$ cat src/inc/tel_pkg.sv
// Constants and helpers for the threshold event latch config block
//
// Functional notes
// - Outside latch off: outside axis flags follow the condition live.
// - Outside latch on: outside axis flags stay set until source read.
// - Outside latch on: active flag only on false-to-true of condition.
// - Inside latch on: inside axis flags stay set until source read.
// - Inside latch off: inside axis flags follow the condition live.
// - Inside latch on: active flag only on false-to-true of condition.
// - X outside enable bit 5 includes or excludes X from outside test.
// - Bits 4,3 Y/Z outside; bits 2,1,0 X/Y/Z inside; all read/write.
// - Boot pin low: whole configuration register resets to zero.
// - Boot pin high: outside axis enables reset to one, rest zero.
// - Inside latch on: axis flags captured when inside condition rises.
// - Inside axis enable includes or excludes its axis from inside test.
package tel_pkg;

   // Configuration register layout
   localparam int unsigned CFG_W        = 8;
   localparam int unsigned AXIS_N       = 3;
   localparam int unsigned OUT_LATCH_B  = 7;
   localparam int unsigned IN_LATCH_B   = 6;
   localparam int unsigned OUT_AXIS_LSB = 3;
   localparam int unsigned IN_AXIS_LSB  = 0;

   // Reset value sets picked by the boot mode pin
   localparam logic [7:0] CFG_RST_GND = 8'h00;
   localparam logic [7:0] CFG_RST_VDD = 8'h38;

   // Register indices; byte address is four times the index
   localparam int unsigned IDX_W   = 6;
   localparam logic [5:0] IDX_SRC_OUT = 6'h2D;
   localparam logic [5:0] IDX_SRC_IN  = 6'h2E;
   localparam logic [5:0] IDX_CFG     = 6'h2F;
   localparam logic [5:0] IDX_STATUS  = 6'h3E;
   localparam logic [5:0] IDX_MASK    = 6'h3F;

   // Source register layout
   localparam int unsigned SRC_EA_B = 7;
   localparam int unsigned SRC_X_B  = 5;
   localparam int unsigned SRC_Y_B  = 3;
   localparam int unsigned SRC_Z_B  = 1;

   // Interrupt status layout
   localparam int unsigned INT_W     = 2;
   localparam int unsigned INT_OUT_B = 0;
   localparam int unsigned INT_IN_B  = 1;

   // AXI responses
   localparam logic [1:0] RESP_OKAY   = 2'h0;
   localparam logic [1:0] RESP_SLVERR = 2'h2;

   // Any enabled axis true: the outside condition
   function automatic logic tel_axis_any(input logic [2:0] cond,
                                         input logic [2:0] en);
      return |(cond & en);
   endfunction

   // Every enabled axis true, at least one enabled: the inside condition
   function automatic logic tel_axis_all(input logic [2:0] cond,
                                         input logic [2:0] en);
      return (&(cond | ~en)) & (|en);
   endfunction

   // Pack active flag and axis flags into a source register byte
   function automatic logic [7:0] tel_src_pack(input logic       ea,
                                               input logic [2:0] f);
      logic [7:0] v;
      v           = 8'h00;
      v[SRC_EA_B] = ea;
      v[SRC_X_B]  = f[2];
      v[SRC_Y_B]  = f[1];
      v[SRC_Z_B]  = f[0];
      return v;
   endfunction

endpackage

$ cat src/core/tel_sync2.sv
// Two-stage synchroniser for a level from outside the clock domain
`timescale 1ns/1ps
module tel_sync2 import tel_pkg::*; (
   input  wire logic aclk,     // System clock
   input  wire logic async_in, // Asynchronous level
   output logic      sync_out  // Synchronised level
);

   typedef struct packed {
      logic meta;
      logic stable;
   } tel_sync_t;

   tel_sync_t s_q;
   tel_sync_t s_d;

   // No reset: the strap must flow through while reset is held
   always_comb begin
      s_d.meta   = async_in;
      s_d.stable = s_q.meta;
   end

   always_ff @(posedge aclk) begin
      s_q <= s_d;
   end

   assign sync_out = s_q.stable;

endmodule // tel_sync2

$ cat src/core/tel_event_unit.sv
// Event flag unit: live or latched axis flags and active flag
`timescale 1ns/1ps
module tel_event_unit import tel_pkg::*; (
   input  wire logic       aclk,      // System clock
   input  wire logic       aresetn,   // Synchronous reset, active low
   input  wire logic [2:0] axis_cond, // Enabled per-axis condition
   input  wire logic       any_cond,  // Combined condition
   input  wire logic       latch_en,  // Latch mode select
   input  wire logic       src_clr,   // Source register read pulse
   output logic            active,    // Event active flag
   output logic [2:0]      flags,     // Per-axis event flags
   output logic            rise       // Condition false-to-true pulse
);

   typedef struct packed {
      logic       cond;
      logic       ea;
      logic [2:0] flags;
   } tel_evt_t;

   tel_evt_t s_q;
   tel_evt_t s_d;

   // Edge of the combined condition, armed only after it went false
   assign rise = any_cond & ~s_q.cond;

   always_comb begin
      s_d      = s_q;
      s_d.cond = any_cond;
      if (latch_en) begin
         if (src_clr) begin
            s_d.ea    = 1'b0;
            s_d.flags = 3'h0;
         end
         // Capture axis flags at the rise; set beats clear
         if (rise) begin
            s_d.ea    = 1'b1;
            s_d.flags = s_d.flags | axis_cond;
         end
      end else begin
         // Real-time flags, read has no effect
         s_d.ea    = any_cond;
         s_d.flags = axis_cond;
      end
      if (!aresetn) begin
         s_d = '0;
      end
   end

   always_ff @(posedge aclk) begin
      s_q <= s_d;
   end

   assign active = s_q.ea;
   assign flags  = s_q.flags;

endmodule // tel_event_unit

$ cat src/core/tel_threshold_event_config.sv
// Threshold event latch configuration block with AXI4-Lite register slave
`timescale 1ns/1ps
module tel_threshold_event_config import tel_pkg::*; #(
   parameter int unsigned ADDR_W = 8  // AXI address width
) (
   input  wire logic              aclk,            // System clock, 40 MHz
   input  wire logic              aresetn,         // Sync reset, active low
   // AXI4-Lite write address
   input  wire logic [ADDR_W-1:0] s_axi_awaddr,    // Write address
   input  wire logic              s_axi_awvalid,   // Write address valid
   output logic                   s_axi_awready,   // Write address ready
   // AXI4-Lite write data
   input  wire logic [31:0]       s_axi_wdata,     // Write data
   input  wire logic [3:0]        s_axi_wstrb,     // Write byte strobes
   input  wire logic              s_axi_wvalid,    // Write data valid
   output logic                   s_axi_wready,    // Write data ready
   // AXI4-Lite write response
   output logic [1:0]             s_axi_bresp,     // Write response
   output logic                   s_axi_bvalid,    // Write response valid
   input  wire logic              s_axi_bready,    // Write response ready
   // AXI4-Lite read address
   input  wire logic [ADDR_W-1:0] s_axi_araddr,    // Read address
   input  wire logic              s_axi_arvalid,   // Read address valid
   output logic                   s_axi_arready,   // Read address ready
   // AXI4-Lite read data
   output logic [31:0]            s_axi_rdata,     // Read data
   output logic [1:0]             s_axi_rresp,     // Read response
   output logic                   s_axi_rvalid,    // Read data valid
   input  wire logic              s_axi_rready,    // Read data ready
   // Strap and comparator side
   input  wire logic              boot_mode_pin,   // Boot mode strap
   input  wire logic [2:0]        axis_outside_cond, // X,Y,Z outside
   input  wire logic [2:0]        axis_inside_cond,  // X,Y,Z inside
   // Event outputs
   output logic                   outside_event_active,     // Outside EA
   output logic                   inside_event_active,      // Inside EA
   output logic [2:0]             axis_outside_event_flags, // X,Y,Z
   output logic [2:0]             axis_inside_event_flags,  // X,Y,Z
   output logic [7:0]             threshold_event_config,   // Config reg
   output logic                   irq                       // Interrupt
);

   ////////////////////////////////////////////////////////////////////////
   // Types and state

   typedef enum logic [0:0] {
      WR_COLLECT = 1'b0,
      WR_RESP    = 1'b1
   } tel_wr_state_t;

   typedef enum logic [0:0] {
      RD_IDLE = 1'b0,
      RD_DATA = 1'b1
   } tel_rd_state_t;

   typedef struct packed {
      logic [7:0]       cfg;
      logic [INT_W-1:0] mask;
      logic [INT_W-1:0] status;
      tel_wr_state_t    wr_st;
      logic             aw_got;
      logic             w_got;
      logic [5:0]       wr_idx;
      logic [7:0]       wdata;
      logic             wstrb0;
      logic             bvalid;
      logic [1:0]       bresp;
      tel_rd_state_t    rd_st;
      logic [31:0]      rdata;
      logic [1:0]       rresp;
      logic             irq;
   } tel_state_t;

   tel_state_t s_q;
   tel_state_t s_d;

   ////////////////////////////////////////////////////////////////////////
   // Boot strap and condition evaluation

   logic       boot_sync;
   logic [2:0] out_en;
   logic [2:0] in_en;
   logic [2:0] out_axis;
   logic [2:0] in_axis;
   logic       out_any;
   logic       in_any;
   logic       out_clr;
   logic       in_clr;
   logic       out_rise;
   logic       in_rise;
   logic       out_ea;
   logic       in_ea;
   logic [2:0] out_flags;
   logic [2:0] in_flags;
   logic [5:0] rd_idx;
   logic       rd_hs;

   // Strap comes from a pin, so it is synchronised first
   tel_sync2 u_boot_sync (
      .aclk     (aclk),
      .async_in (boot_mode_pin),
      .sync_out (boot_sync)
   );

   // Per-axis outside enables from bits 5..3
   assign out_en = s_q.cfg[OUT_AXIS_LSB +: AXIS_N];
   // Per-axis inside enables from bits 2..0
   assign in_en  = s_q.cfg[IN_AXIS_LSB +: AXIS_N];

   // Disabled axes drop out of the outside test
   assign out_axis = axis_outside_cond & out_en;
   assign out_any  = tel_axis_any(axis_outside_cond, out_en);

   // Disabled axes drop out of the inside test
   assign in_axis = axis_inside_cond & in_en;
   assign in_any  = tel_axis_all(axis_inside_cond, in_en);

   ////////////////////////////////////////////////////////////////////////
   // Event flag units

   // Outside-of-thresholds flags and active flag
   tel_event_unit u_outside (
      .aclk      (aclk),
      .aresetn   (aresetn),
      .axis_cond (out_axis),
      .any_cond  (out_any),
      .latch_en  (s_q.cfg[OUT_LATCH_B]),
      .src_clr   (out_clr),
      .active    (out_ea),
      .flags     (out_flags),
      .rise      (out_rise)
   );

   // Within-thresholds flags and active flag
   tel_event_unit u_inside (
      .aclk      (aclk),
      .aresetn   (aresetn),
      .axis_cond (in_axis),
      .any_cond  (in_any),
      .latch_en  (s_q.cfg[IN_LATCH_B]),
      .src_clr   (in_clr),
      .active    (in_ea),
      .flags     (in_flags),
      .rise      (in_rise)
   );

   ////////////////////////////////////////////////////////////////////////
   // Bus handshakes

   // Ready lines are combinational from registered state
   assign s_axi_awready = (s_q.wr_st == WR_COLLECT) & ~s_q.aw_got;
   assign s_axi_wready  = (s_q.wr_st == WR_COLLECT) & ~s_q.w_got;
   assign s_axi_arready = (s_q.rd_st == RD_IDLE);

   assign rd_hs  = s_axi_arvalid & s_axi_arready;
   assign rd_idx = s_axi_araddr[2 +: IDX_W];

   // A source read clears the latched flags
   assign out_clr = rd_hs & (rd_idx == IDX_SRC_OUT);
   assign in_clr  = rd_hs & (rd_idx == IDX_SRC_IN);

   ////////////////////////////////////////////////////////////////////////
   // Next-state logic

   always_comb begin
      s_d = s_q;

      // Write channel: address and data accepted in either order
      case (s_q.wr_st)
         WR_COLLECT: begin
            if (s_axi_awvalid && !s_q.aw_got) begin
               s_d.aw_got = 1'b1;
               s_d.wr_idx = s_axi_awaddr[2 +: IDX_W];
            end
            if (s_axi_wvalid && !s_q.w_got) begin
               s_d.w_got  = 1'b1;
               s_d.wdata  = s_axi_wdata[7:0];
               s_d.wstrb0 = s_axi_wstrb[0];
            end
            // Both halves held: commit one cycle later
            if (s_q.aw_got && s_q.w_got) begin
               s_d.bresp  = RESP_OKAY;
               s_d.bvalid = 1'b1;
               s_d.wr_st  = WR_RESP;
               if (s_q.wr_idx == IDX_CFG) begin
                  if (s_q.wstrb0) begin
                     s_d.cfg = s_q.wdata;
                  end
               end else if (s_q.wr_idx == IDX_MASK) begin
                  if (s_q.wstrb0) begin
                     s_d.mask = s_q.wdata[INT_W-1:0];
                  end
               end else if (s_q.wr_idx == IDX_SRC_OUT ||
                            s_q.wr_idx == IDX_SRC_IN ||
                            s_q.wr_idx == IDX_STATUS) begin
                  // Read-only: write ignored, answered okay
                  s_d.bresp = RESP_OKAY;
               end else begin
                  s_d.bresp = RESP_SLVERR;
               end
            end
         end
         WR_RESP: begin
            if (s_axi_bready) begin
               s_d.bvalid = 1'b0;
               s_d.aw_got = 1'b0;
               s_d.w_got  = 1'b0;
               s_d.wr_st  = WR_COLLECT;
            end
         end
         default: begin
            s_d.wr_st = WR_COLLECT;
         end
      endcase

      // Read channel: data registered one cycle after the address
      case (s_q.rd_st)
         RD_IDLE: begin
            if (rd_hs) begin
               s_d.rd_st = RD_DATA;
               s_d.rdata = 32'h0000_0000;
               s_d.rresp = RESP_OKAY;
               // Configuration reads back all eight bits
               if (rd_idx == IDX_CFG) begin
                  s_d.rdata[7:0] = s_q.cfg;
               end else if (rd_idx == IDX_SRC_OUT) begin
                  s_d.rdata[7:0] = tel_src_pack(out_ea, out_flags);
               end else if (rd_idx == IDX_SRC_IN) begin
                  s_d.rdata[7:0] = tel_src_pack(in_ea, in_flags);
               end else if (rd_idx == IDX_STATUS) begin
                  s_d.rdata[INT_W-1:0] = s_q.status;
               end else if (rd_idx == IDX_MASK) begin
                  s_d.rdata[INT_W-1:0] = s_q.mask;
               end else begin
                  s_d.rresp = RESP_SLVERR;
               end
            end
         end
         RD_DATA: begin
            if (s_axi_rready) begin
               s_d.rd_st = RD_IDLE;
            end
         end
         default: begin
            s_d.rd_st = RD_IDLE;
         end
      endcase

      // Sticky status: read clears, a new event in that cycle wins
      if (rd_hs && rd_idx == IDX_STATUS) begin
         s_d.status = '0;
      end
      if (out_rise) begin
         s_d.status[INT_OUT_B] = 1'b1;
      end
      if (in_rise) begin
         s_d.status[INT_IN_B] = 1'b1;
      end

      // Level interrupt follows unmasked status, registered
      s_d.irq = |(s_d.status & s_d.mask);

      // Reset set chosen by the strap each reset cycle
      if (!aresetn) begin
         s_d = '0;
         s_d.cfg = boot_sync ? CFG_RST_VDD : CFG_RST_GND;
      end
   end

   // Single state register for the bus, config, status and irq state
   always_ff @(posedge aclk) begin
      s_q <= s_d;
   end

   ////////////////////////////////////////////////////////////////////////
   // Outputs

   // Bus answers come straight from the state register
   assign s_axi_bvalid = s_q.bvalid;
   assign s_axi_bresp  = s_q.bresp;
   assign s_axi_rvalid = (s_q.rd_st == RD_DATA);
   assign s_axi_rdata  = s_q.rdata;
   assign s_axi_rresp  = s_q.rresp;

   // Event flags and configuration for the comparator side
   assign outside_event_active     = out_ea;
   assign inside_event_active      = in_ea;
   assign axis_outside_event_flags = out_flags;
   assign axis_inside_event_flags  = in_flags;
   assign threshold_event_config   = s_q.cfg;
   assign irq                      = s_q.irq;

endmodule // tel_threshold_event_config

$ cat config.mk
export PLATFORM = sky130hd
export DESIGN_NAME = tel_threshold_event_config
export DESIGN_NICKNAME = d
export VERILOG_FILES = /design/src/inc/tel_pkg.sv /design/src/core/tel_sync2.sv /design/src/core/tel_event_unit.sv /design/src/core/tel_threshold_event_config.sv
export SDC_FILE = /design/constraint.sdc
export NUM_CORES = 1
export LEC_CHECK = 0
export ABC_CLOCK_PERIOD_IN_PS = 1400
export BUFFER_PORTS_ARGS = -buffer_cell sky130_fd_sc_hd__clkbuf_2
export CAP_MARGIN = 20
export CELL_PAD_IN_SITES_DETAIL_PLACEMENT = 0
export CELL_PAD_IN_SITES_GLOBAL_PLACEMENT = 1
export CORE_MARGIN = 3
export CORE_UTILIZATION = 30
export DETAILED_ROUTE_END_ITERATION = 16
export GPL_ROUTABILITY_DRIVEN = 1
export GPL_TIMING_DRIVEN = 0
export PLACE_DENSITY = 0.82
export RECOVER_POWER = 50
export SLEW_MARGIN = 20
export SYNTH_ARGS = -nofsm -noshare
export SYNTH_HDL_FRONTEND = slang
export SYNTH_SLANG_ARGS = --single-unit
$ cat constraint.sdc
create_clock -name aclk -period 1.4 [get_ports aclk]
set_input_delay 0.28 -clock aclk [delete_from_list [all_inputs] [get_ports aclk]]
set_output_delay 0.28 -clock aclk [all_outputs]
set_load 0.05 [all_outputs]
# Word level (Yosys, flattened, before mapping)
# Cells that the tools add are included.
# op_classes
addsub	0
mul	0
div	0
n_lt_le_gt_ge	0
eq_ne	20
n_shift	0
n_mux	50
bitwise_logic	21
n_reduce_logical	20
# ops
op	count
$mux W69	1
$eq A6 B6 Y1 const B	10
$mux W35	1
$mux W34	1
$mux W2	16
$mux W4	8
$mux W8	4
$mux W10	2
$mux W6	3
$mux W15	1
$reduce_and A2 Y1	7
$ne A2 B1 Y1 const B	6
$mux W9	1
$or A3 B3 Y3	3
$and A1 B1 Y1	8
$mux W1	7
$and A3 B3 Y3	2
$mux W3	2
$ne A3 B1 Y1 const B	2
$not A1 Y1	6
$pmux W3 S2	1
$reduce_or A3 Y1	2
$logic_and A1 B1 Y1	4
$ne A2 B2 Y1 const B	2
other kinds (8)	11
# totals
ff_bits	57
latchBits	0
ramBits	0
rom_bits	0
in_bits	66
output_inout_bits	58
wordCells	134
memories	0

# Logic depth before layout (Yosys ltp)
# Gate-level depths: netlist of run 1.
# depth
depth_word	9
depth_mapped	5
ltp_nobuf	4

# Modules after synthesis
# Synthesis of run 1 repeated with hierarchy kept, for this count alone.
# hier_totals
hier_cells	292
area_unflattened_um2	2771.4
# by_module_without_submodules
mod	n_inst	cells_per_inst	area_each_um2	seq_area_each_um2
tel_threshold_event_config	1	252	2298.5	940.9
tel_event_unit	2	19	216.5	100.1
tel_sync2	1	2	40.0	40.0

# Least setup slack after synthesis of run 1
# OpenSTA, ideal clock, no wires.
# synth_path
path_type	register to register
start	reg s_q, in the netlist s_axi_rvalid
end	reg s_q, in the netlist s_axi_rdata[1]
setup_ps	134
arrival_ps	1325
t_required_ps	1266
setup_slack_ps	-59
stages_incl_launch_ff	6
path_buffers	1
period_less_slack_ps	1459
path_cell_list	dfxtp_1 > nand2b_1 > clkbuf_1 > a211oi_1 > o211ai_1 > a31oi_1
# synth_via
elab_chain_cells	3
# synth_lines
element	line	text
from (decl)	tel_threshold_event_config.sv:74	tel_state_t s_q;
from (signal assigned)	tel_threshold_event_config.sv:272	s_q <= s_d;
$not A1 Y1 (no line) (*)	-	
$and A1 B1 Y1	tel_threshold_event_config.sv:155	assign rd_hs = s_axi_arvalid & s_axi_arready;
$reduce_and A2 Y1 (no line) (*)	-	
# Every way passes the cells marked *; elsewhere a longest branch is shown, timed or not.
# A chain may end at the register's enable or synchronous reset.

# Worst setup path in the final report of run 1
# layout_path
start	reg s_q, in the netlist threshold_event_config[0]
end	reg s_q, in the netlist irq
# layout_via
elab_chain_cells	8
elab_cells_between_ends	9
cone_classes	mux: 1; bitwise: 5; reduce/logical: 3
# layout_lines
element	line	text
$not A3 Y3	tel_pkg.sv:62	return (&(cond | ~en)) & (|en);
$or A3 B3 Y3	tel_pkg.sv:62	
$reduce_and A3 Y1	tel_pkg.sv:62	
$and A1 B1 Y1 (*)	tel_pkg.sv:62	
$and A1 B1 Y1 (*)	tel_event_unit.sv:25	assign rise = any_cond & ~s_q.cond;
$mux W1 (*)	tel_threshold_event_config.sv:256	if (in_rise) begin
$and A2 B2 Y2 (*)	tel_threshold_event_config.sv:261	s_d.irq = |(s_d.status & s_d.mask);
$reduce_or A2 Y1 (*)	tel_threshold_event_config.sv:261	
# Marked as above.

==> results by stage, run 1 <==
Setup path:
- STA puts the critical path data arrival time at 1.71 ns.
- The startpoint identified for the worst register-to-register timing path is threshold_event_config[0].
- STA classifies the critical path endpoint as a flop.
- The worst setup path is of the reg2reg kind.
- The sort of element at the start of the critical path is a flop.
- The critical path data required time is ~1.6 ns.
- The start point of the critical path is threshold_event_config[0].
- The setup check on the worst reg-to-reg path leaves a slack of -0.08 ns.
- The maximum fanout encountered on the critical timing path is 5.

Floorplan:
- During I/O placement, the number of pins put on the boundary was ~120.
- In this run the vertical extent of the chip is 100 µm.
- Row generation in the floorplan step produced 33 rows.
- The initial utilization of the core area, before any placement, comes to 0.317.
- The floorplan step defined a die boundary enclosing 10100 µm².
- After floorplanning, the core was sized to cover around 8400 µm².
- The die span in x is 100 µm.

Timing:
- Measured against its own limit, the worst slew margin works out to 0.628.
- The number of failing setup endpoints in the final timing report is 5.
- The actual transition at the worst max-transition pin is 0.559 ns.
- The max-slew violation count is 0.
- The timing-limited maximum frequency is 674 MHz.
- Summed over all failing endpoints, the final setup total negative slack is -0.225 ns.
- The worst path setup slack after routing is -0.0833 ns.
- The total count of hold-check failures in the final report is 0.
- The clock period minus final worst setup slack is between 1 and 1.5 ns.
- Clock skew on the completed layout was measured at 0.00571 ns.
- Setup repair after global routing could not meet its margin everywhere.
- The final cycle utilization of the critical path is 1.06.

CTS:
- In this run, post-CTS hold repair placed 0 buffers.
- The tree is rooted in a sky130_fd_sc_hd__clkbuf_8.
- In this run the number of H-tree levels came out at 2.
- The clock tree from TritonCTS is yes.
- The number of clock buffers inserted by TritonCTS is 5.
- After clock tree synthesis, the clock-pin slew on the worst setup and hold paths is 0.10 ns.
- The number of clock sinks is 55.
- The worst-case clock buffer depth is 2.
- Clock latency on the worst-skew pair, taken at its later pin, is 0.31 ns.

Status:
- The run finished, with violations left.
- The final reports fail on negative setup slack.

Place:
- Detailed placement ended at an HPWL of 4740 µm.
- Timing analysis after detailed placement gives a worst setup slack of -0.341 ns.
- The count of buffers added on input and output ports is 65.
- The congestion estimate from routability-driven global placement came to 0.821.
- Summing all placed instances gives a cell area of roughly 3200 µm².

Yosys:
- The cell area after synthesis is about 2700 µm².
- After technology mapping, the gate count stands at about 290.
- The synthesized area per cell is 9.30 µm².
- The number of enable flip-flop cells after synthesis is 8.
- The predominant post-synthesis flop cell is sky130_fd_sc_hd__dfxtp_1.
- The cell type with the largest total area after synthesis is sky130_fd_sc_hd__dfxtp_1.
- The number of distinct library cells after synthesis is 41.
- Of the post-synthesis cell area, the dominant cell type holds 0.353.
- During synthesis, Yosys emitted a total of 0 warnings.
- Sorting the synthesized cells by area gives the leading types as sky130_fd_sc_hd__dfxtp_1 35%, sky130_fd_sc_hd__buf_4 14%, sky130_fd_sc_hd__edfxtp_1 9.0%.
- The share of the Yosys chip area taken by registers is 0.443.
- In this run, synthesis produced a sequential element count of 55.
- The share of synthesized flip-flops with an asynchronous set or reset is 0.

Power:
- The total power is around 3.5 mW.
- For this design the ratio of total power to cell area is 964 nW/µm².
- VDD sags by at most 564 µV.
- For this design the static power due to leakage is 1.73 nW.

Global routing:
- The largest net degree at the start of global routing is 19.
- The all-layer global routing usage is 0.124.
- The first-pass GRT wire length is approximately 10000 µm.
- The total congestion overflow after global routing is 0.
- The number of global-route vias before repair is about 2100.
- The initial antenna violation count came to 0.

Route:
- The average via count per standard cell is 4.36.
- The routed layout has 2191 vias.
- The final layout contains routed wiring with a total length of 6250 µm.
- In this run, the number of DRC markers left after iteration 0 of detailed routing was 76.
- The detail-routed net length per standard cell is 12.4 µm.
- In the routed design, unresolved DRC markers number 0.
- The number of optimization iterations in the first detailed-route pass is 4.
- The number of routed nets with antenna violations is 0.

Final layout:
- The net count reported at finish is ~460.
- Of the cells placed in the final design, the portion with a size suffix greater than 1 is 0.422.
- The repair_antennas step left the layout with diodes totalling 0.
- Once layout is done, the placed cells without fillers occupy 3590 µm².
- The number of fill cells is about 860.
- The area growth from synthesis to layout is 34.7%.

Min path:
- The worst hold path begins at boot_mode_pin.
- The type of the tightest min-delay check is in2reg.

Flow run:
- The max-cap check violation count is 0.
==> flip-flops by register name, summed over array words and instances (netlist names) <==
| name | flops |
|---|---|
| irq | 1 |
| s_axi_bresp | 1 |
| s_axi_bvalid | 1 |
| s_axi_rdata | 8 |
| s_axi_rresp | 1 |
| s_axi_rvalid | 1 |
| s_q | 22 |
| threshold_event_config | 8 |
| u_boot_sync.s_d | 1 |
| u_boot_sync.sync_out | 1 |
| u_inside.active | 1 |
| u_inside.flags | 3 |
| u_inside.s_q | 1 |
| u_outside.active | 1 |
| u_outside.flags | 3 |
| u_outside.s_q | 1 |
==> path summary, 6_finish.rpt <==
check / depth (start not counted) / endpoint
min: 1 / u_boot_sync.s_d[0]
min reg2reg: 0 / u_boot_sync.sync_out
max reg2reg: 4 / irq
max: 4 / irq
==> power by group <==
part	internal [mW]	switching [mW]	total (mW)
logic	0.306	0.516	0.822
registers	1.68	0.0624	1.74
clock network	0.363	0.537	0.900
total	2.35	1.12	3.47
==> metal layers <==
metal	routed length (µm)	global-route usage	vias to the layer above
li1	-	-	1124
met1	2670	0.155	973
met2	2990	0.212	87
met3	528	0.0327	7
met4	56	0.0321	0
met5	0	0	-
==> cell type report <==
type | instances | area [µm²] | area share
multi-input combinational | 187 | 1190 | 0.332
sequential | 55 | 1180 | 0.330
timing repair buffer | 82 | 549 | 0.153
buffer | 57 | 410 | 0.114
tap | 105 | 131 | 0.0365
clock buffer | 5 | 68.8 | 0.0191
inverter | 9 | 33.8 | 0.00940
clock inverter | 3 | 22.5 | 0.00627
==> repair_timing <==
item                                    CTS  global route
endpoints found under the setup margin   25            55
pin swaps                                 3             6
buffers inserted                         11             7
hold endpoints to repair                  0             0
gates cloned                              0             0
resized for setup                        22            36
==> cells in the mapped netlist, types with 2 or more instances <==
cell type / instances
sky130_fd_sc_hd__nand3_1: 10
sky130_fd_sc_hd__a222oi_1: 2
sky130_fd_sc_hd__o211a_1: 2
sky130_fd_sc_hd__inv_1: 9
sky130_fd_sc_hd__nor2_1: 31
sky130_fd_sc_hd__o2bb2ai_1: 4
sky130_fd_sc_hd__mux2_2: 3
sky130_fd_sc_hd__clkbuf_1: 6
sky130_fd_sc_hd__nand2_1: 21
sky130_fd_sc_hd__nor2b_1: 4
sky130_fd_sc_hd__dfxtp_1: 47
sky130_fd_sc_hd__a32oi_1: 3
sky130_fd_sc_hd__and2b_1: 2
sky130_fd_sc_hd__and2b_2: 2
sky130_fd_sc_hd__o211ai_1: 2
sky130_fd_sc_hd__a31oi_1: 2
sky130_fd_sc_hd__a21oi_1: 13
sky130_fd_sc_hd__nor3_1: 3
sky130_fd_sc_hd__nand4_1: 2
sky130_fd_sc_hd__a22oi_1: 4
sky130_fd_sc_hd__o21ai_0: 4
sky130_fd_sc_hd__edfxtp_1: 8
sky130_fd_sc_hd__nand2b_1: 5
sky130_fd_sc_hd__mux2i_1: 19
sky130_fd_sc_hd__and2_1: 8
sky130_fd_sc_hd__buf_2: 5
sky130_fd_sc_hd__or2b_1: 2
sky130_fd_sc_hd__and3_1: 2
sky130_fd_sc_hd__buf_4: 50
==> cell families (layout without fill, tap and decap cells) <==
kind of cell / Yosys count / count (layout) / synth area share
other: 1 / 26 / 0.00141
multiplexers: 22 / 22 / 0.0839
AO/OA/AOI/OAI: 43 / 43 / 0.115
flip-flops: 55 / 55 / 0.443
buffers and inverters: 70 / 156 / 0.171
AND/OR/NAND/NOR: 96 / 96 / 0.186
==> metrics by stage <==
stage                     instances  utilization  hold slack (ns)
final                           503        0.427           0.0639
after global routing            503        0.427           0.0415
after CTS                       501        0.415           0.0540
after detailed placement        482        0.382            0.314
after global placement          482        0.382            0.314
after floorplan                 312            -            0.308
==> critical path, stage by stage, from the launching register on <==
cell and delay [ns]:
sky130_fd_sc_hd__edfxtp_1 0.51, sky130_fd_sc_hd__a222oi_1 0.37, sky130_fd_sc_hd__buf_4 0.20, sky130_fd_sc_hd__a22oi_2 0.09
sky130_fd_sc_hd__o32ai_2 0.22
==> placed cells by master, fill, tap and decap left out, types with 3 or more instances in the layout <==
cell type,instances
sky130_fd_sc_hd__a32oi_1,3
sky130_fd_sc_hd__o21ai_0,3
sky130_fd_sc_hd__mux2i_1,17
sky130_fd_sc_hd__buf_4,57
sky130_fd_sc_hd__clkbuf_16,3
sky130_fd_sc_hd__and2_1,5
sky130_fd_sc_hd__nand2b_1,5
sky130_fd_sc_hd__clkbuf_4,7
sky130_fd_sc_hd__and2_0,3
sky130_fd_sc_hd__clkbuf_1,5
sky130_fd_sc_hd__inv_1,9
sky130_fd_sc_hd__nand2_1,21
sky130_fd_sc_hd__buf_2,5
sky130_fd_sc_hd__a22oi_2,4
sky130_fd_sc_hd__dfxtp_1,44
sky130_fd_sc_hd__a21oi_1,11
sky130_fd_sc_hd__conb_1,26
sky130_fd_sc_hd__clkbuf_8,6
sky130_fd_sc_hd__edfxtp_1,8
sky130_fd_sc_hd__dfxtp_2,3
sky130_fd_sc_hd__o2bb2ai_1,4
sky130_fd_sc_hd__nor2b_1,4
sky130_fd_sc_hd__buf_6,5
sky130_fd_sc_hd__clkbuf_2,55
sky130_fd_sc_hd__nand3_1,9
sky130_fd_sc_hd__nor2_1,30
Power figures use the tool's default switching activity.
==> run 2: changes to the inputs <==
ABC_AREA = 1   (was not set)
ABC_CLOCK_PERIOD_IN_PS = 1300   (was 1400)
CORE_UTILIZATION = 29   (was 30)
PLACE_DENSITY = 0.83   (was 0.82)
clock period = 1.3 ns   (was 1.4 ns; I/O delays follow)
==> results by stage, run 2 <==
Global routing:
- The all-layer global routing usage is 0.133.
- The largest net degree at the start of global routing is 18.
- The first-pass GRT wire length is approximately 11000 µm.
- The initial antenna violation count came to 0.
- The number of global-route vias before repair is approximately 2400.
- After global routing the overflow that remains totals 0.

Yosys:
- The commonest cells after synthesis are 69 x sky130_fd_sc_hd__nand2_1, 51 x sky130_fd_sc_hd__buf_4, 47 x sky130_fd_sc_hd__dfxtp_1.
- The portion of synthesized area spent on multiplexers is 0.
- After synthesis, the share of flip-flops with an asynchronous set or reset is 0.
- Of the total synthesized cell area, the portion taken by full adders, half adders and majority gates is 0.
- The Yosys step of the flow raised 0 warnings.
- The fraction of the mapped netlist area in simple logic gates is 0.239.
- The number of distinct library cells after synthesis is 26.
- The largest total area in the synthesized netlist belongs to sky130_fd_sc_hd__dfxtp_1.
- The share of synthesized area in the top cell type comes to 0.348.
- Counting every instance in the synthesized netlist gives approximately 360.
- The fraction of the mapped netlist area in compound gates is 0.119.
- The most used flip-flop cell after synthesis is sky130_fd_sc_hd__dfxtp_1.
- The synthesized area per cell is roughly 7.5 µm².
- The dominant combinational cell family by area after synthesis is simple AND/OR/NAND/NOR gates.
- The synthesized design contains 8 enable-type register cells.
- The most instantiated library cell after synthesis is sky130_fd_sc_hd__nand2_1.
- Synthesis inferred 55 register bits.
- In this run the cell area of the synthesized design comes to between 2000 and 3000 µm².
- The share of synthesized area occupied by flip-flops and latches is 0.437.
- In the post-synthesis netlist, the biggest area contributors are sky130_fd_sc_hd__dfxtp_1 35%, sky130_fd_sc_hd__buf_4 14%, sky130_fd_sc_hd__nand2_1 9.6%.
- Of the total synthesized cell area, the portion taken by XOR and XNOR cells is 0.

CTS:
- The H-tree generated during clock tree synthesis spans 2 levels.
- The master cell of the clock root buffer is sky130_fd_sc_hd__clkbuf_8.
- For this design, the sink count on the clock tree is between 50 and 60.
- The number of clock buffers inserted by TritonCTS is 5.
- The worst-case clock buffer depth is 2.
- The number of buffers inserted by hold repair at cts is 0.
- TritonCTS built the clock tree.
- After clock tree synthesis, the clock-pin slew on the worst setup and hold paths is 0.10 ns.
- At the later pin of the worst-skew pair, clock insertion delay measures 0.32 ns.

Timing:
- For the pin with the worst max-slew slack, the measured transition is between 0.5 and 0.6 ns.
- Setup violations remaining at the end of the flow were counted as 8.
- The worst path setup slack after routing is -0.0701 ns.
- Setup repair after global routing could not meet its margin everywhere.
- The timing-limited maximum frequency is 730 MHz.
- The max-slew violation count is 0.
- The worst slew margin relative to its limit is 0.606.
- Dividing the final minimum period by the clock period gives 1.05.
- On the final layout, the worst clock skew is 0.00814 ns.
- The clock period minus final worst setup slack is 1.37 ns.
- The total count of hold-check failures in the final report is 0.

Flow run:
- The tool flagged a number of max-cap violations equal to 0.

Floorplan:
- The die covers 10500 µm².
- The number of I/O pins is roughly 120.
- The floorplan step set the die width to 102 µm.
- The number of standard-cell rows in the floorplan is 34.
- For this configuration, the core starts out at a cell density of 0.304.
- The placeable core region is 8890 µm².
- The die is around 100 µm tall.

Power:
- The clock group share of total power is 0.232.
- The total power is 4.08 mW.
- Of the total power, the share spent switching nets is 0.344.
- Of the total power, registers draw 0.482.
- The worst supply voltage drop on vdd is 657 µV.
- Of the total power, combinational logic draws 0.286.
- The analysis attributes to net switching a power of 1.40 mW.
- The static leakage power is 1.91 nW.
- The internal power consumption is 2.67 mW.
- The total power density per cell area is 1060 nW/µm².

Final layout:
- The leading cell type in the layout, fill and taps excluded is sky130_fd_sc_hd__buf_4.
- The number of fill cells is between 900 and 1000.
- The repair_antennas step left the layout with diodes totalling 0.
- In the layout the commonest cells are 57 x sky130_fd_sc_hd__buf_4, 55 x sky130_fd_sc_hd__nand2_1, 39 x sky130_fd_sc_hd__dfxtp_1, 38 x sky130_fd_sc_hd__clkbuf_2, 32 x sky130_fd_sc_hd__nor2_1.
- The share of final-layout standard cells stronger than drive strength 1 is 0.394.
- At the end of the flow, the number of nets in the layout was 534.
- The register ranked first by flip-flop count is s_q.
- The number of flip-flops under the largest register name is 22.
- The finished layout holds 577 standard cells, fillers aside.
- The multi-input gate area in the final layout is 1210 µm².
- The sequential cell area in the final layout is 1200 µm².
- At the end of the flow the core is filled with cells to 0.434.
- The signed area change from the synthesized netlist to the final layout is 43.0%.

Setup path:
- At the worst endpoint, the arrival time is 1.11 ns.
- The type of the setup path with the least slack is reg2out.
- The critical path data required time is 1.04 ns.
- The start point of the critical path is threshold_event_config[2].
- For flop-to-flop paths, the worst setup slack is -0.02 ns.
- The maximum fanout encountered on the critical timing path is 3.
- In this run the critical register-to-register path is launched from threshold_event_config[1].
- The worst setup path is captured at a primary output.
- The sort of element at the start of the critical path is a flop.

Route:
- For this run, the detailed router's first-pass iteration total came to 4.
- The first routing iteration left 80 violations.
- The average via count per standard cell is 4.35.
- The final layout contains routed wiring with a total length of just under 7000 µm.
- The number of routed nets with antenna violations is 0.
- Dividing the detail-routed wire length by the instance count gives 12.0 µm.
- The remaining routing DRC violations is 0.
- The routed layout has 2510 vias.

Place:
- Routability-driven placement finished with a final weighted congestion of 0.821.
- Counting tap cells, the placed design contains a total of 556 instances.
- The number of buffers added on ports is between 60 and 70.
- Detailed placement finished with a half-perimeter wire length of 5100 µm.

Status:
- The checks that failed: negative setup slack.
- The run finished, with violations left.

Min path:
- The tightest min-delay check is of the in2reg type.
- The startpoint identified for the worst hold timing path is boot_mode_pin.
[run 2: changes by cell type in the layout (fill, tap and decap cells not counted), moves of 6 or more]
cell,delta
sky130_fd_sc_hd__nand2_2,+9
sky130_fd_sc_hd__o21ai_0,+18
sky130_fd_sc_hd__buf_6,+7
sky130_fd_sc_hd__a21oi_1,+16
sky130_fd_sc_hd__mux2i_1,-17
sky130_fd_sc_hd__nand3_1,+16
sky130_fd_sc_hd__nor2_4,+6
sky130_fd_sc_hd__inv_1,+18
sky130_fd_sc_hd__clkbuf_2,-17
sky130_fd_sc_hd__nand2_1,+34
sky130_fd_sc_hd__nand2_4,+6
[run 2: power groups by stage]
| stage | logic (mW) | registers [mW] | clock network, mW |
|---|---|---|---|
| 2_1_floorplan | 0.759 | 2.00 | 0 |
| 3_3_place_gp | 0.969 | 1.99 | 0 |
| 3_5_place_dp | 0.978 | 1.99 | 0 |
| 4_1_cts | 1.11 | 1.96 | 0.973 |
| 5_1_grt | 1.26 | 1.98 | 1.03 |
| 6_report | 1.17 | 1.97 | 0.945 |
[run 2: through the flow]
step           instance area [µm²]  setup WS [ns]  hold slack (ns)  TNS, ns
2_1_floorplan                 2860         -0.143            0.288    -2.34
3_3_place_gp                  3320         -0.233            0.315    -1.94
3_5_place_dp                  3320         -0.257            0.313    -2.30
4_1_cts                       3730        -0.0864           0.0333   -0.484
5_1_grt                       3860         -0.130           0.0191    -1.89
6_report                      3860        -0.0701           0.0391   -0.243
[run 2: kinds of logic after synthesis]
group                  count (synthesis)
buffers and inverters                 92
other                                  1
AND/OR/NAND/NOR                      150
flip-flops                            55
AO/OA/AOI/OAI                         60
[run 2: cell type report]
class                           count  area share
Clock inverter                      2     0.00356
Multi-Input combinational cell    236       0.313
Timing Repair Buffer               81       0.175
Buffer                             57       0.113
Tap cell                          108      0.0350
Clock buffer                        6      0.0188
Sequential cell                    55       0.310
Inverter                           32      0.0321
[run 2: worst paths after layout]
check                                                 end  cells past startpoint
worst min-delay path                   u_boot_sync.s_d[0]                      1
worst max register to register          u_inside.flags[2]                      8
worst max-delay path            threshold_event_config[2]                      2
worst min register to register       u_boot_sync.sync_out                      0
[run 2: per-layer routing]
metal | share of wire | track usage | vias up
met5 | 0 | 0 | -
li1 | - | - | 1301
met1 | 0.42 | 0.158 | 1113
met4 | 0.019 | 0.0353 | 0
met2 | 0.50 | 0.237 | 81
met3 | 0.056 | 0.0332 | 15
[run 2: what timing repair did]
action,4_1_cts,5_1_grt
pin swaps,5,7
setup endpoints to repair,33,40
resized for setup,55,49
setup buffers,12,4
[run 2: critical path: stages (launching register included)]
cell and delay (ns):
sky130_fd_sc_hd__edfxtp_1 0.48, sky130_fd_sc_hd__buf_6 0.16, sky130_fd_sc_hd__clkbuf_16 0.16
==> run 3: changes to the inputs <==
--- a/config.mk
+++ b/config.mk
@@ -19,3 +19,2 @@
 export PLACE_DENSITY = 0.83
-export RECOVER_POWER = 50
 export SLEW_MARGIN = 20
==> constraint.sdc (replaced) <==
create_clock -name aclk -period 1.3 [get_ports aclk]
set_input_delay 0.065 -clock aclk [delete_from_list [all_inputs] [get_ports aclk]]
set_output_delay 0.065 -clock aclk [all_outputs]
set_load 0.05 [all_outputs]
==> results by stage, run 3 (synthesis results as in run 2) <==
Route:
- In the routed design, unresolved DRC markers number 0.
- After detailed routing, the number of vias per cell comes to between 4 and 5.
- Summed over all layers, the routed wires come to between 6000 and 7000 µm.
- Before antenna repair, the detailed router went through 4 iterations.
- The overall via count from detail_route is 2496.
- The number of routed nets with antenna violations is 0.
- The detailed router finished its first iteration with between 60 and 70 violations.
- After detailed routing, the average wire length per cell comes to 11.4 µm.

Timing:
- For the finished layout, the period the worst path requires is between 1 and 1.5 ns.
- The max-slew violation count is 0.
- The largest clock skew in the final design is 0.00824 ns.
- Setup repair after global routing could not meet its margin everywhere.
- The total count of hold-check failures in the final report is 0.
- Measured against its own limit, the worst slew margin works out to 0.619.
- In the post-route analysis, the smallest setup slack over all paths is 0.0181 ns.
- The final cycle utilization of the critical path is 0.986.
- The actual transition at the worst max-transition pin is 0.571 ns.
- The number of failing setup endpoints in the final timing report is 0.
- The timing-limited maximum frequency is 780 MHz.

Final layout:
- At the end of the flow, the number of nets in the layout was between 500 and 600.
- The finished cells cover 3680 µm².
- In the final layout, the share of cells above drive strength 1 is 0.375.
- The count of inserted antenna diode cells is 0.
- Leaving out fill and tap cells, the most frequent cells in the layout are 60 x sky130_fd_sc_hd__buf_4, 60 x sky130_fd_sc_hd__clkbuf_2, 58 x sky130_fd_sc_hd__nand2_1, 39 x sky130_fd_sc_hd__dfxtp_1, 32 x sky130_fd_sc_hd__nor2_1.
- Relative to the synthesized area, the layout overhead comes to 36.4%.
- Ranked by flip-flop count, first place goes to s_q.
- The number of flip-flops under the largest register name is 22.

Status:
- The flow ran to the end, and the final reports show no timing, DRC or antenna violations.

Floorplan:
- The initial core utilization is 0.304.
- The overall die height is 102 µm.
- The placeable core region is 8890 µm².
- The die span in x is approximately 100 µm.
- The number of standard-cell rows in the floorplan is 34.
- The die covers 10500 µm².
- The number of I/O pins is 124.

Min path:
- The worst hold path begins at s_axi_awaddr[4].
- The worst hold path belongs to the class in2reg.
- The number of stages on the worst hold path is 3.
- The destination of the worst hold path is s_q[50].

Global routing:
- The first-pass GRT wire length is ~11000 µm.
- The initial antenna violation count is 0.
- The total congestion overflow after global routing is 0.
- Entering global routing, the biggest net connects 18 pins.
- The all-layer global routing usage is 0.128.
- The number of global-route vias before repair is 2338.

Power:
- The worst supply voltage drop on vdd is between 600 and 700 µV.
- The internal power consumption is 2.61 mW.
- Of the total power, the share spent switching nets is 0.344.
- Of the total power, registers draw 0.492.
- Of the total power, the clock network draws 0.237.
- The static leakage power is 1.85 nW.
- The switching power total is 1.37 mW.
- The portion of total power attributed to combinational logic is 0.271.
- The total power density per cell area is 1080 nW/µm².

CTS:
- The number of clock buffers inserted by TritonCTS is 5.
- TritonCTS built the clock tree.
- The cell sitting at the root of the clock tree is a sky130_fd_sc_hd__clkbuf_8.
- The clock slew seen by the registers of the worst setup and hold paths is 0.10 ns.
- The H-tree generated during clock tree synthesis spans 2 levels.
- The clock insertion delay at the later pin of the skew report is 0.31 ns.
- In this run the deepest clock path goes through 2 buffers.
- The number of clock sinks is 55.

Setup path:
- In this run the critical register-to-register path is launched from s_q[50].
- In this run the worst path has a maximum fanout of 8.
- STA classifies the critical path startpoint as a flop.
- For the worst flop-to-flop path, the logic depth is 5.
- For the worst setup path, the data arrival time is 1.32 ns.
- The type of the setup path with the least slack is reg2reg.
- The critical path data required time is 1.34 ns.
- The worst register-to-register path ends at threshold_event_config[3].
- The setup slack on the worst flop-to-flop path is 0.02 ns.
- The worst setup path is captured at a flop.

Place:
- Input and output buffers added on the ports amount to 65.
- The worst setup slack before clock tree synthesis is -0.257 ns.
- The final weighted congestion in routability-driven placement is 0.821.
- The total half-perimeter wirelength after legalization and detailed placement is 5100 µm.
- The area of placed instances is about 3300 µm².

Flow run:
- Max-cap violations in this run came to 0.
## run 3: cell types whose count changed in the layout (fill, tap and decap cells not counted), sizes merged
cell | previous run | this run
clkbuf | 65 | 71
dlygate4sd3 | 0 | 11
buf | 79 | 70
## run 3: worst max path at each step
stage | startpoint | endpoint | slack [ns] | cells after the start
finish | s_q[50] | threshold_event_config[3] | 0.02 | 5
global route | threshold_event_config[0] | u_inside.flags[1] | -0.05 | 6
CTS | s_q[50] | threshold_event_config[3] | 0.002 | 5
detailed placement | s_q[55] | threshold_event_config[3] | -0.26 | 4
global placement | s_q[55] | threshold_event_config[4] | -0.23 | 4
floorplan | s_axi_rvalid | s_axi_rdata[1] | -0.14 | 8
## run 3: power groups by stage
| stage | combinational [mW] | sequential, mW | clock, mW |
|---|---|---|---|
| 2_1_floorplan | 0.759 | 2.00 | 0 |
| 3_3_place_gp | 0.969 | 1.99 | 0 |
| 6_report | 1.08 | 1.96 | 0.943 |
| 5_1_grt | 1.17 | 1.98 | 1.03 |
| 3_5_place_dp | 0.978 | 1.99 | 0 |
| 4_1_cts | 1.05 | 1.95 | 0.973 |
## run 3: critical path, cell delays in order (launching register included)
cell and delay, ns:
sky130_fd_sc_hd__dfxtp_2 0.36, sky130_fd_sc_hd__nand2_4 0.06, sky130_fd_sc_hd__nor2_4 0.11, sky130_fd_sc_hd__nand2_2 0.06, sky130_fd_sc_hd__o31ai_4 0.25, sky130_fd_sc_hd__buf_12 0.15
## run 3: layout make-up
class	count	area, µm²
fillers	942	5210
flip-flops and latches	55	1200
multi-input cells	236	1160
repair buffers	86	537
plain buffers	60	444
well taps	108	135
inverters	32	124
clock buffers	6	72.6
clock inverters	2	13.8
## run 3: what timing repair did
item                                    in CTS  in global routing
hold endpoints to repair                    11                  0
endpoints found under the setup margin      14                 25
gates resized for setup                      9                 28
hold buffers                                11                  0
setup buffers                                7                  3
pin swaps                                    3                  8
## run 3: stage by stage
step	cells	hold slack (ns)	power [mW]	utilization	setup TNS, ns
after global placement	556	0.170	2.96	0.374	-1.86
final	585	0.00585	3.98	0.414	0
after floorplan	383	0.0927	2.76	-	-2.34
after global routing	585	0.0193	4.18	0.414	-0.531
after CTS	582	0.00483	3.98	0.406	0
after detailed placement	556	0.169	2.97	0.374	-2.05
## run 3: routing by layer
layer  share of wire  vias up  global-route usage
li1                -     1313                   -
met1            0.44     1113               0.157
met2            0.50       61               0.224
met3           0.050        9              0.0325
met4           0.012        0              0.0313
met5               0        -                   0
